--- src/logic/cascade_pkg.sv ---
// Shared constants and types for the repeater cascade bus logic
package cascade_pkg;

	// ----------------------------------------
	// Sizes
	// ----------------------------------------
	localparam int unsigned PORT_COUNT = 13;
	localparam int unsigned PORT_IDX_W = 4;
	localparam int unsigned RX_FIFO_DEPTH = 4;
	localparam int unsigned RX_FIFO_WIDTH = 1;

	// ----------------------------------------
	// Pin levels
	// ----------------------------------------
	localparam logic LINE_ASSERTED = 1'h0;
	localparam logic LINE_RELEASED = 1'h1;
	localparam logic DRIVE_ON_N = 1'h0;
	localparam logic DRIVE_OFF_N = 1'h1;

	// ----------------------------------------
	// Repeater states reported by the main state machine
	// ----------------------------------------
	typedef enum logic [2:0] {
		RPT_IDLE = 3'b000,
		RPT_REPEAT = 3'b001,
		RPT_RX_COL = 3'b010,
		RPT_TX_COL = 3'b011,
		RPT_ONE_LEFT = 3'b100,
		RPT_WAIT = 3'b101
	} rpt_state_t;

	// What this device holds on the cascade bus
	typedef enum logic [1:0] {
		HOLD_NONE = 2'b00,
		HOLD_SOURCE = 2'b01,
		HOLD_LAST_COL = 2'b10
	} hold_t;

	// ----------------------------------------
	// Carriers
	// ----------------------------------------
	// Cascade bus lines as seen at the input buffers
	typedef struct packed {
		logic arb_chain_in;
		logic source_activity;
		logic other_port_collision;
		logic source_collision;
		logic bus_data_frame;
		logic bus_nrz_data;
		logic bus_data_clock;
	} bus_in_t;

	// Values presented on the cascade bus lines
	typedef struct packed {
		logic arb_chain_out;
		logic source_activity;
		logic other_port_collision;
		logic source_collision;
		logic bus_data_frame;
		logic bus_nrz_data;
		logic bus_data_clock;
	} bus_out_t;

	// Output enables of the shared lines, low while driving
	typedef struct packed {
		logic source_activity;
		logic other_port_collision;
		logic source_collision;
		logic bus_data_frame;
		logic bus_nrz_data;
		logic bus_data_clock;
	} bus_oe_t;

	// Decoded stream from the local decoder
	typedef struct packed {
		logic valid;
		logic data;
		logic clk;
	} dec_in_t;

	// Shared line levels, active high, for the main state machine
	typedef struct packed {
		logic source_activity;
		logic other_port_collision;
		logic source_collision;
	} mon_t;

endpackage

--- src/logic/repeater_cascade_arbitration.sv ---
// Cascade bus arbitration, shared lines and receive bit FIFO
// Functional notes
// - Cascade bus is eight lines: chain in/out, three shared flags, frame, data, clock.
// - Thirteen ports form one priority chain, port 1 highest, port 13 lowest.
// - Chain input enters at port 1; chain result leaves on chain output.
// - In idle, the source port is the highest port with receive or collision.
// - On leaving transmit collision, last-collision port is highest colliding port.
// - Holding the source port drives the chain output low.
// - Only the source or last-collision holder asserts source activity.
// - Collision on a non-held port asserts the other-port-collision line.
// - Only the holder asserts source collision while its port collides.
// - Only the source holder drives the data-frame enable.
// - Only the source holder drives NRZ data from its port.
// - Only the source holder drives the bus data clock.
// - Under parallel arbitration, idle receive activity asserts the chain output.
// - The same request and grant finds the last-collision holder.
`timescale 1ns/1ps

// ----------------------------------------
// Bit FIFO between bus sampling and the elasticity buffer
// ----------------------------------------
module cascade_bit_fifo #(
	parameter int unsigned WIDTH = cascade_pkg::RX_FIFO_WIDTH,
	parameter int unsigned DEPTH = cascade_pkg::RX_FIFO_DEPTH
) (
	// Clock and reset
	input wire logic i_ref_clk,
	input wire logic i_rst,
	// Filling side
	input wire logic i_in_valid,
	input wire logic [WIDTH-1:0] i_in_data,
	output logic o_in_ready,
	// Draining side
	output logic o_out_valid,
	output logic [WIDTH-1:0] o_out_data,
	input wire logic i_out_ready
);
	localparam int unsigned PTR_W = (DEPTH > 1) ? $clog2(DEPTH) : 1;
	localparam logic [PTR_W:0] FULL_COUNT = (PTR_W + 1)'(DEPTH);
	localparam logic [PTR_W-1:0] LAST_PTR = PTR_W'(DEPTH - 1);

	typedef struct packed {
		logic [DEPTH-1:0][WIDTH-1:0] mem;
		logic [PTR_W-1:0] wr;
		logic [PTR_W-1:0] rd;
		logic [PTR_W:0] cnt;
	} fifo_st_t;

	fifo_st_t st_r;
	fifo_st_t st_nxt;
	logic push;
	logic pop;

	// Wrap explicitly so depths other than powers of two work
	function automatic logic [PTR_W-1:0] step_ptr(input logic [PTR_W-1:0] p);
		step_ptr = (p == LAST_PTR) ? '0 : p + 1'b1;
	endfunction

	// Flags come straight from the count, so full and empty never lie
	assign o_in_ready = (st_r.cnt != FULL_COUNT);
	assign o_out_valid = (st_r.cnt != '0);
	assign o_out_data = st_r.mem[st_r.rd];
	assign push = i_in_valid & o_in_ready;
	assign pop = o_out_valid & i_out_ready;

	// Next pointers, count and storage
	always_comb begin
		st_nxt = st_r;
		if (push) begin
			st_nxt.mem[st_r.wr] = i_in_data;
			st_nxt.wr = step_ptr(st_r.wr);
		end
		if (pop) begin
			st_nxt.rd = step_ptr(st_r.rd);
		end
		if (push && !pop) begin
			st_nxt.cnt = st_r.cnt + 1'b1;
		end else if (pop && !push) begin
			st_nxt.cnt = st_r.cnt - 1'b1;
		end
	end

	// State register
	always_ff @(posedge i_ref_clk) begin
		if (i_rst) begin
			st_r <= '0;
		end else begin
			st_r <= st_nxt;
		end
	end
endmodule

// ----------------------------------------
// Top: port arbitration and cascade bus drivers
// ----------------------------------------
module repeater_cascade_arbitration #(
	parameter int unsigned PORTS = cascade_pkg::PORT_COUNT,
	parameter int unsigned FIFO_DEPTH = cascade_pkg::RX_FIFO_DEPTH
) (
	// Clock and reset
	input wire logic i_ref_clk,
	input wire logic i_rst,
	// Main state machine
	input wire cascade_pkg::rpt_state_t i_rpt_state,
	output cascade_pkg::mon_t o_mon,
	// Port state machines, asynchronous levels
	input wire logic [PORTS-1:0] i_port_rx_act,
	input wire logic [PORTS-1:0] i_port_col,
	// Local decoded stream, asynchronous
	input wire cascade_pkg::dec_in_t i_dec,
	// Cascade bus pins
	input wire cascade_pkg::bus_in_t i_bus,
	output cascade_pkg::bus_out_t o_bus,
	output cascade_pkg::bus_oe_t o_bus_oe_n,
	// Arbitration result
	output logic o_port_n_valid,
	output logic o_port_m_valid,
	output logic [cascade_pkg::PORT_IDX_W-1:0] o_hold_idx,
	// Received bus bits
	output logic o_rx_valid,
	output logic o_rx_bit,
	input wire logic i_rx_ready,
	output logic o_rx_overflow
);
	localparam int unsigned IDX_W = cascade_pkg::PORT_IDX_W;

	typedef struct packed {
		cascade_pkg::bus_in_t bus1;
		cascade_pkg::bus_in_t bus2;
		logic clk_d;
		logic [PORTS-1:0] act1;
		logic [PORTS-1:0] act2;
		logic [PORTS-1:0] col1;
		logic [PORTS-1:0] col2;
		cascade_pkg::dec_in_t dec1;
		cascade_pkg::dec_in_t dec2;
		cascade_pkg::rpt_state_t prev_state;
		cascade_pkg::hold_t hold;
		logic [IDX_W-1:0] idx;
		cascade_pkg::bus_out_t bus;
		cascade_pkg::bus_oe_t oe_n;
		cascade_pkg::mon_t mon;
		logic rx_valid;
		logic rx_bit;
		logic overflow;
		logic n_valid, m_valid;
	} st_t;

	st_t st_r;
	st_t st_nxt;
	logic fifo_in_ready;
	logic fifo_out_valid;
	logic fifo_out_bit;
	logic fifo_out_ready;
	logic rx_push;

	// Lowest index wins: index 0 is port 1, top of the chain
	function automatic logic [IDX_W-1:0] first_port(input logic [PORTS-1:0] v);
		first_port = '0;
		for (int i = PORTS - 1; i >= 0; i--) begin
			if (v[i]) begin
				first_port = IDX_W'(i);
			end
		end
	endfunction

	// Bus bits sampled while another device sources the frame
	assign rx_push = st_r.bus2.bus_data_clock & ~st_r.clk_d & st_r.bus2.bus_data_frame
		& (st_r.hold != cascade_pkg::HOLD_SOURCE);
	assign fifo_out_ready = ~st_r.rx_valid | i_rx_ready;

	cascade_bit_fifo #(
		.WIDTH(cascade_pkg::RX_FIFO_WIDTH),
		.DEPTH(FIFO_DEPTH)
	) u_rx_fifo (
		.i_ref_clk(i_ref_clk),
		.i_rst(i_rst),
		.i_in_valid(rx_push),
		.i_in_data(st_r.bus2.bus_nrz_data),
		.o_in_ready(fifo_in_ready),
		.o_out_valid(fifo_out_valid),
		.o_out_data(fifo_out_bit),
		.i_out_ready(fifo_out_ready)
	);

	// Next state: sync, arbitrate, drive the shared lines
	always_comb begin
		logic chain_free;
		logic leave_txcol;
		logic enter_idle;
		logic requesting;
		logic holder;
		logic [PORTS-1:0] req_src;
		logic [PORTS-1:0] other_col;
		chain_free = 1'b0;
		leave_txcol = 1'b0;
		enter_idle = 1'b0;
		requesting = 1'b0;
		holder = 1'b0;
		req_src = '0;
		other_col = '0;
		st_nxt = st_r;

		// Two flops on everything from outside this clock
		st_nxt.bus1 = i_bus;
		st_nxt.bus2 = st_r.bus1;
		st_nxt.act1 = i_port_rx_act;
		st_nxt.act2 = st_r.act1;
		st_nxt.col1 = i_port_col;
		st_nxt.col2 = st_r.col1;
		st_nxt.dec1 = i_dec;
		st_nxt.dec2 = st_r.dec1;
		st_nxt.clk_d = st_r.bus2.bus_data_clock;
		st_nxt.prev_state = i_rpt_state;

		// High chain input means no device above has won
		chain_free = st_r.bus2.arb_chain_in;
		req_src = st_r.act2 | st_r.col2;
		leave_txcol = (st_r.prev_state == cascade_pkg::RPT_TX_COL)
			&& (i_rpt_state != cascade_pkg::RPT_TX_COL);
		enter_idle = (st_r.prev_state != cascade_pkg::RPT_IDLE)
			&& (i_rpt_state == cascade_pkg::RPT_IDLE);

		// Holder state machine
		case (st_r.hold)
			cascade_pkg::HOLD_NONE: begin
				if (i_rpt_state == cascade_pkg::RPT_IDLE && chain_free && |req_src) begin
					st_nxt.hold = cascade_pkg::HOLD_SOURCE;
					st_nxt.idx = first_port(req_src);
				end else if (leave_txcol && chain_free && |st_r.col2) begin
					st_nxt.hold = cascade_pkg::HOLD_LAST_COL;
					st_nxt.idx = first_port(st_r.col2);
				end
			end
			cascade_pkg::HOLD_SOURCE, cascade_pkg::HOLD_LAST_COL: begin
				// Every exit from transmit collision re-arbitrates the last port
				if (leave_txcol) begin
					if (chain_free && |st_r.col2) begin
						st_nxt.hold = cascade_pkg::HOLD_LAST_COL;
						st_nxt.idx = first_port(st_r.col2);
					end else begin
						st_nxt.hold = cascade_pkg::HOLD_NONE;
					end
				end else if (enter_idle) begin
					st_nxt.hold = cascade_pkg::HOLD_NONE;
				end
			end
			default: begin
				st_nxt.hold = cascade_pkg::HOLD_NONE;
			end
		endcase

		holder = (st_nxt.hold != cascade_pkg::HOLD_NONE);
		st_nxt.n_valid = (st_nxt.hold == cascade_pkg::HOLD_SOURCE);
		st_nxt.m_valid = (st_nxt.hold == cascade_pkg::HOLD_LAST_COL);

		// Request in idle on any activity, in transmit collision on collisions
		if (i_rpt_state == cascade_pkg::RPT_IDLE) begin
			requesting = |req_src;
		end else if (i_rpt_state == cascade_pkg::RPT_TX_COL) begin
			requesting = |st_r.col2;
		end

		// Low passes down from above, or marks our own request or hold
		st_nxt.bus.arb_chain_out = (~chain_free | holder | requesting)
			? cascade_pkg::LINE_ASSERTED : cascade_pkg::LINE_RELEASED;

		// Shared flags only ever pull low, so several drivers never fight
		st_nxt.bus.source_activity = cascade_pkg::LINE_ASSERTED;
		st_nxt.bus.other_port_collision = cascade_pkg::LINE_ASSERTED;
		st_nxt.bus.source_collision = cascade_pkg::LINE_ASSERTED;
		st_nxt.oe_n.source_activity = (holder && req_src[st_nxt.idx])
			? cascade_pkg::DRIVE_ON_N : cascade_pkg::DRIVE_OFF_N;
		st_nxt.oe_n.source_collision = (holder && st_r.col2[st_nxt.idx])
			? cascade_pkg::DRIVE_ON_N : cascade_pkg::DRIVE_OFF_N;

		// Collisions on every port except the held one
		other_col = st_r.col2;
		if (holder) begin
			other_col[st_nxt.idx] = 1'b0;
		end
		st_nxt.oe_n.other_port_collision = (|other_col)
			? cascade_pkg::DRIVE_ON_N : cascade_pkg::DRIVE_OFF_N;

		// Data, frame and clock leave only from the source holder
		st_nxt.bus.bus_data_frame = st_r.dec2.valid;
		st_nxt.bus.bus_nrz_data = st_r.dec2.data;
		st_nxt.bus.bus_data_clock = st_r.dec2.clk;
		if (st_nxt.hold == cascade_pkg::HOLD_SOURCE) begin
			st_nxt.oe_n.bus_data_frame = cascade_pkg::DRIVE_ON_N;
			st_nxt.oe_n.bus_nrz_data = cascade_pkg::DRIVE_ON_N;
			st_nxt.oe_n.bus_data_clock = cascade_pkg::DRIVE_ON_N;
		end else begin
			st_nxt.oe_n.bus_data_frame = cascade_pkg::DRIVE_OFF_N;
			st_nxt.oe_n.bus_nrz_data = cascade_pkg::DRIVE_OFF_N;
			st_nxt.oe_n.bus_data_clock = cascade_pkg::DRIVE_OFF_N;
		end

		// Monitored wired-OR lines, turned active high
		st_nxt.mon.source_activity = ~st_r.bus2.source_activity;
		st_nxt.mon.other_port_collision = ~st_r.bus2.other_port_collision;
		st_nxt.mon.source_collision = ~st_r.bus2.source_collision;

		// Output stage; a lost bit beats the end-of-frame clear
		if (fifo_out_ready) begin
			st_nxt.rx_valid = fifo_out_valid;
			st_nxt.rx_bit = fifo_out_bit;
		end
		st_nxt.overflow = (st_r.overflow & st_r.bus2.bus_data_frame)
			| (rx_push & ~fifo_in_ready);
	end

	// State register; reset releases every shared line
	always_ff @(posedge i_ref_clk) begin
		if (i_rst) begin
			st_r <= '0;
			st_r.oe_n <= '1;
			st_r.bus.arb_chain_out <= cascade_pkg::LINE_RELEASED;
		end else begin
			st_r <= st_nxt;
		end
	end

	// Outputs straight from the state register
	assign o_bus = st_r.bus;
	assign o_bus_oe_n = st_r.oe_n;
	assign o_mon = st_r.mon;
	assign o_port_n_valid = st_r.n_valid;
	assign o_port_m_valid = st_r.m_valid;
	assign o_hold_idx = st_r.idx;
	assign o_rx_valid = st_r.rx_valid;
	assign o_rx_bit = st_r.rx_bit;
	assign o_rx_overflow = st_r.overflow;
endmodule

--- config.mk ---
export PLATFORM = sky130hd
export DESIGN_NAME = repeater_cascade_arbitration
export DESIGN_NICKNAME = d
export VERILOG_FILES = /design/src/logic/cascade_pkg.sv /design/src/logic/repeater_cascade_arbitration.sv
export SDC_FILE = /design/constraint.sdc
export NUM_CORES = 1
export LEC_CHECK = 0
export BUFFER_PORTS_ARGS = -buffer_cell sky130_fd_sc_hd__buf_2
export CAP_MARGIN = 20
export CELL_PAD_IN_SITES_DETAIL_PLACEMENT = 2
export CELL_PAD_IN_SITES_GLOBAL_PLACEMENT = 2
export CORE_UTILIZATION = 38
export CTS_CLUSTER_SIZE = 30
export DETAILED_ROUTE_END_ITERATION = 7
export PLACE_DENSITY_LB_ADDON = 0.05
export SLEW_MARGIN = 40
export SYNTH_ARGS = -nofsm -noshare
export SYNTH_HDL_FRONTEND = slang
export SYNTH_SLANG_ARGS = --single-unit
--- constraint.sdc ---
create_clock -name i_ref_clk -period 6.6 [get_ports i_ref_clk]
set_input_delay 0.66 -clock i_ref_clk [delete_from_list [all_inputs] [get_ports i_ref_clk]]
set_output_delay 0.66 -clock i_ref_clk [all_outputs]
set_load 0.03 [all_outputs]
==> metrics <==
status finished, violations left; Distinct cells, synth 70; Fin Clk Skew 0.004670 ns; Yosys top cell area share 0.4733; final antenna-violating net count 0; number of setup violations in the final report 0; sequential fraction of the synthesis area 0.4733; setup TNS 0 ns; Multi-input gate area 0.002133 mm^2; grt total ovfl 0; Worst setup EP type flip-flop; register area 0.002182 mm^2; dpl ws roughly 2.8 ns; Slew Limit Fails 0; FF-to-FF Start st_r[43]; Avg WL per Cell 17.40 um; PostCTS Resize Cnt 0; warnings from Yosys 0; Clock Latency Late Sink roughly 0.36 ns; Post-Syn Area per Cell around 9.6 um^2; chip width 112.2 um; fin util 0.4426; Worst Tran Pin Value approximately 0.78 ns; crit start category flip-flop; pwr dens 277.5 mW/mm^2; dominant cell type by area after synthesis dfxtp_1; area grow syn2layout 11.48%; Die Y 112.2 um; first-pass GRT wire length roughly 19000 um; CP arrival 3.86 ns; leakage power 2.052 nW; hold buffers post-CTS 0; Max-Cap Viols 0; Placer Congestion 0.8551; Clock transition at path regs 0.07 ns; f_max roughly 0.28 GHz; Final WS setup 3.001 ns; Combinational Power Share 0.130; total track usage 0.1966; synth top area cells dfxtp_1 47%, nor2b_1 11%, buf_4 3.3%; worst min path class flip-flop to flip-flop; vias in the first global route 3704; Vias per Instance 5.269; io pins 67; row count 39; Syn Inst Count 480; max_slew headroom 0.4794; largest net degree at the start of global routing 105; Fillers 1260; CTS root buf clkbuf_16; 1st-iter DRT viols roughly 170; worst-path fanout max 16; Critical Path Start st_r[43]; starting density of the core 0.3970; ys async rst share 0; P_int 0.001044 W; Period minus WS final 3.599 ns; peak supply drop about 0.18 mV; Buffers on Ports 63; Most used DFF post-synth dfxtp_1; initial antenna violation count 0; Seq cells post-synth 109; CP required roughly 6.9 ns; Total Nets Final 565; layout cells sized above 1 0.1996; CTS Buf Count 9; drt first pass iters 6; hpwl dp roughly 8300 um; total die area 0.01258 mm^2; RSZ-0062 raised after global routing false; Core Area 0.01161 mm^2; sequential power share 0.514; Max clock buf depth 2; failing checks DRC; final hold violations 0; clock group share of total power 0.356; EDFF count, synth 0; final wirelength approximately 11000 um; switching power share of the total 0.2682; Remaining DRCs 5; DR vias 3472; antenna cells 0; Worst Hold Launch st_r[93]; WS Path Type flip-flop to flip-flop; Mapped Area 0.004611 mm^2; H-tree depth 3; CTS tree built; Psw 0.0003825 W; Final period util 0.5453; post-CTS setup buffers 0; Clock Sinks about 110
==> synthesized netlist by cell type, drive strengths merged (2+ instances only) <==
cell     count
and3         2
nor3        13
o41ai        2
nand2       21
a211oi       3
nor2b       82
nor4        10
a21boi       2
and2         3
inv         12
mux2i       11
nand2b       5
dfxtp      109
a21oi       20
o211ai       6
a2111oi      2
nand4        4
clkbuf      14
o31ai        7
xor2         2
mux2         7
o21ai       15
nand3b       2
nor2        34
ha           9
o22ai        3
a31oi        3
buf         30
or4          2
or3          4
a21o         4
a22oi        2
or2          3
nand3        6
and4         3
==> sequential cells by signal, summed over array words and instances (netlist names) <==
register        cells
st_nxt             40
st_r               38
u_rx_fifo.st_r     11
o_bus               4
o_bus_oe_n          4
o_hold_idx          4
o_mon               3
o_port_m_valid      1
o_port_n_valid      1
o_rx_bit            1
o_rx_overflow       1
o_rx_valid          1
==> through the flow <==
stage	hold WS (ns)	total power (W)	std cells	cell area [um^2]
final	0.3992	0.001426	659	5140
after global routing	0.4097	0.001499	659	5140
after CTS	0.4015	0.001448	659	5135
after detailed placement	0.3871	0.0009342	645	4863
after global placement	0.3710	0.0009204	645	4860
after floorplan	0.3682	0.0008802	482	4618
==> layout by cell type (no fill, tap or decap), types with 10 or more instances in the layout <==
cell type	n
nand2_1	20
inv_1	12
nor3_1	13
buf_2	62
nor2b_1	81
mux2i_1	11
a21oi_1	18
dfxtp_1	109
nor4_1	10
nor2_1	34
o21ai_0	14
==> critical path, cell delays in order, from the launching register on <==
cell	delay [ns]
dfxtp_1	0.42
nor4_1	0.66
and4_1	0.40
a21oi_2	0.12
and4_1	0.19
a221oi_4	0.61
or2b_1	0.34
o31ai_1	0.27
nand4_1	0.14
o41ai_2	0.34
==> power by group through the flow <==
stage	registers (W)	logic [W]	clock network, W
2_1_floorplan	0.000738	0.000142	0
3_3_place_gp	0.000745	0.000175	0
3_5_place_dp	0.000748	0.000186	0
4_1_cts	0.000733	0.000188	0.000527
5_1_grt	0.000740	0.000210	0.000549
6_report	0.000733	0.000186	0.000507
==> cells by family after synthesis <==
kind of cell             share of synthesized area
buffers and inverters                      0.06675
multiplexers                               0.04586
other                                    0.0008133
XOR/XNOR                                  0.003800
AO/OA/AOI/OAI                               0.1289
flip-flops                                  0.4733
AND/OR/NAND/NOR                             0.2518
adder cells (fa/ha/maj)                    0.02877
==> cell type report <==
class / count / area share
clock inverter: 4 / 0.006329
timing repair buffer: 64 / 0.06402
tap: 143 / 0.03481
multi-input combinational: 317 / 0.4150
sequential: 109 / 0.4245
inverter: 12 / 0.008763
clock buffer: 10 / 0.04649
==> path summary, 6_finish.rpt <==
| kind | cells past startpoint | slack, ns | end |
|---|---|---|---|
| worst min register to register | 1 | 0.40 | o_mon[1] |
| worst min-delay path | 1 | 0.40 | o_mon[1] |
| worst max register to register | 9 | 3.00 | o_bus_oe_n[4] |
| worst max-delay path | 9 | 3.00 | o_bus_oe_n[4] |
==> per-layer routing <==
| layer | vias up | wire length [um] | GRT usage |
|---|---|---|---|
| met3 | 11 | 472 | 0.04374 |
| met1 | 1698 | 5537 | 0.2602 |
| li1 | 1693 | - | - |
| met4 | 0 | 142 | 0.06933 |
| met5 | - | 0 | 0 |
| met2 | 70 | 5313 | 0.3164 |
Power figures use the tool's default switching activity.
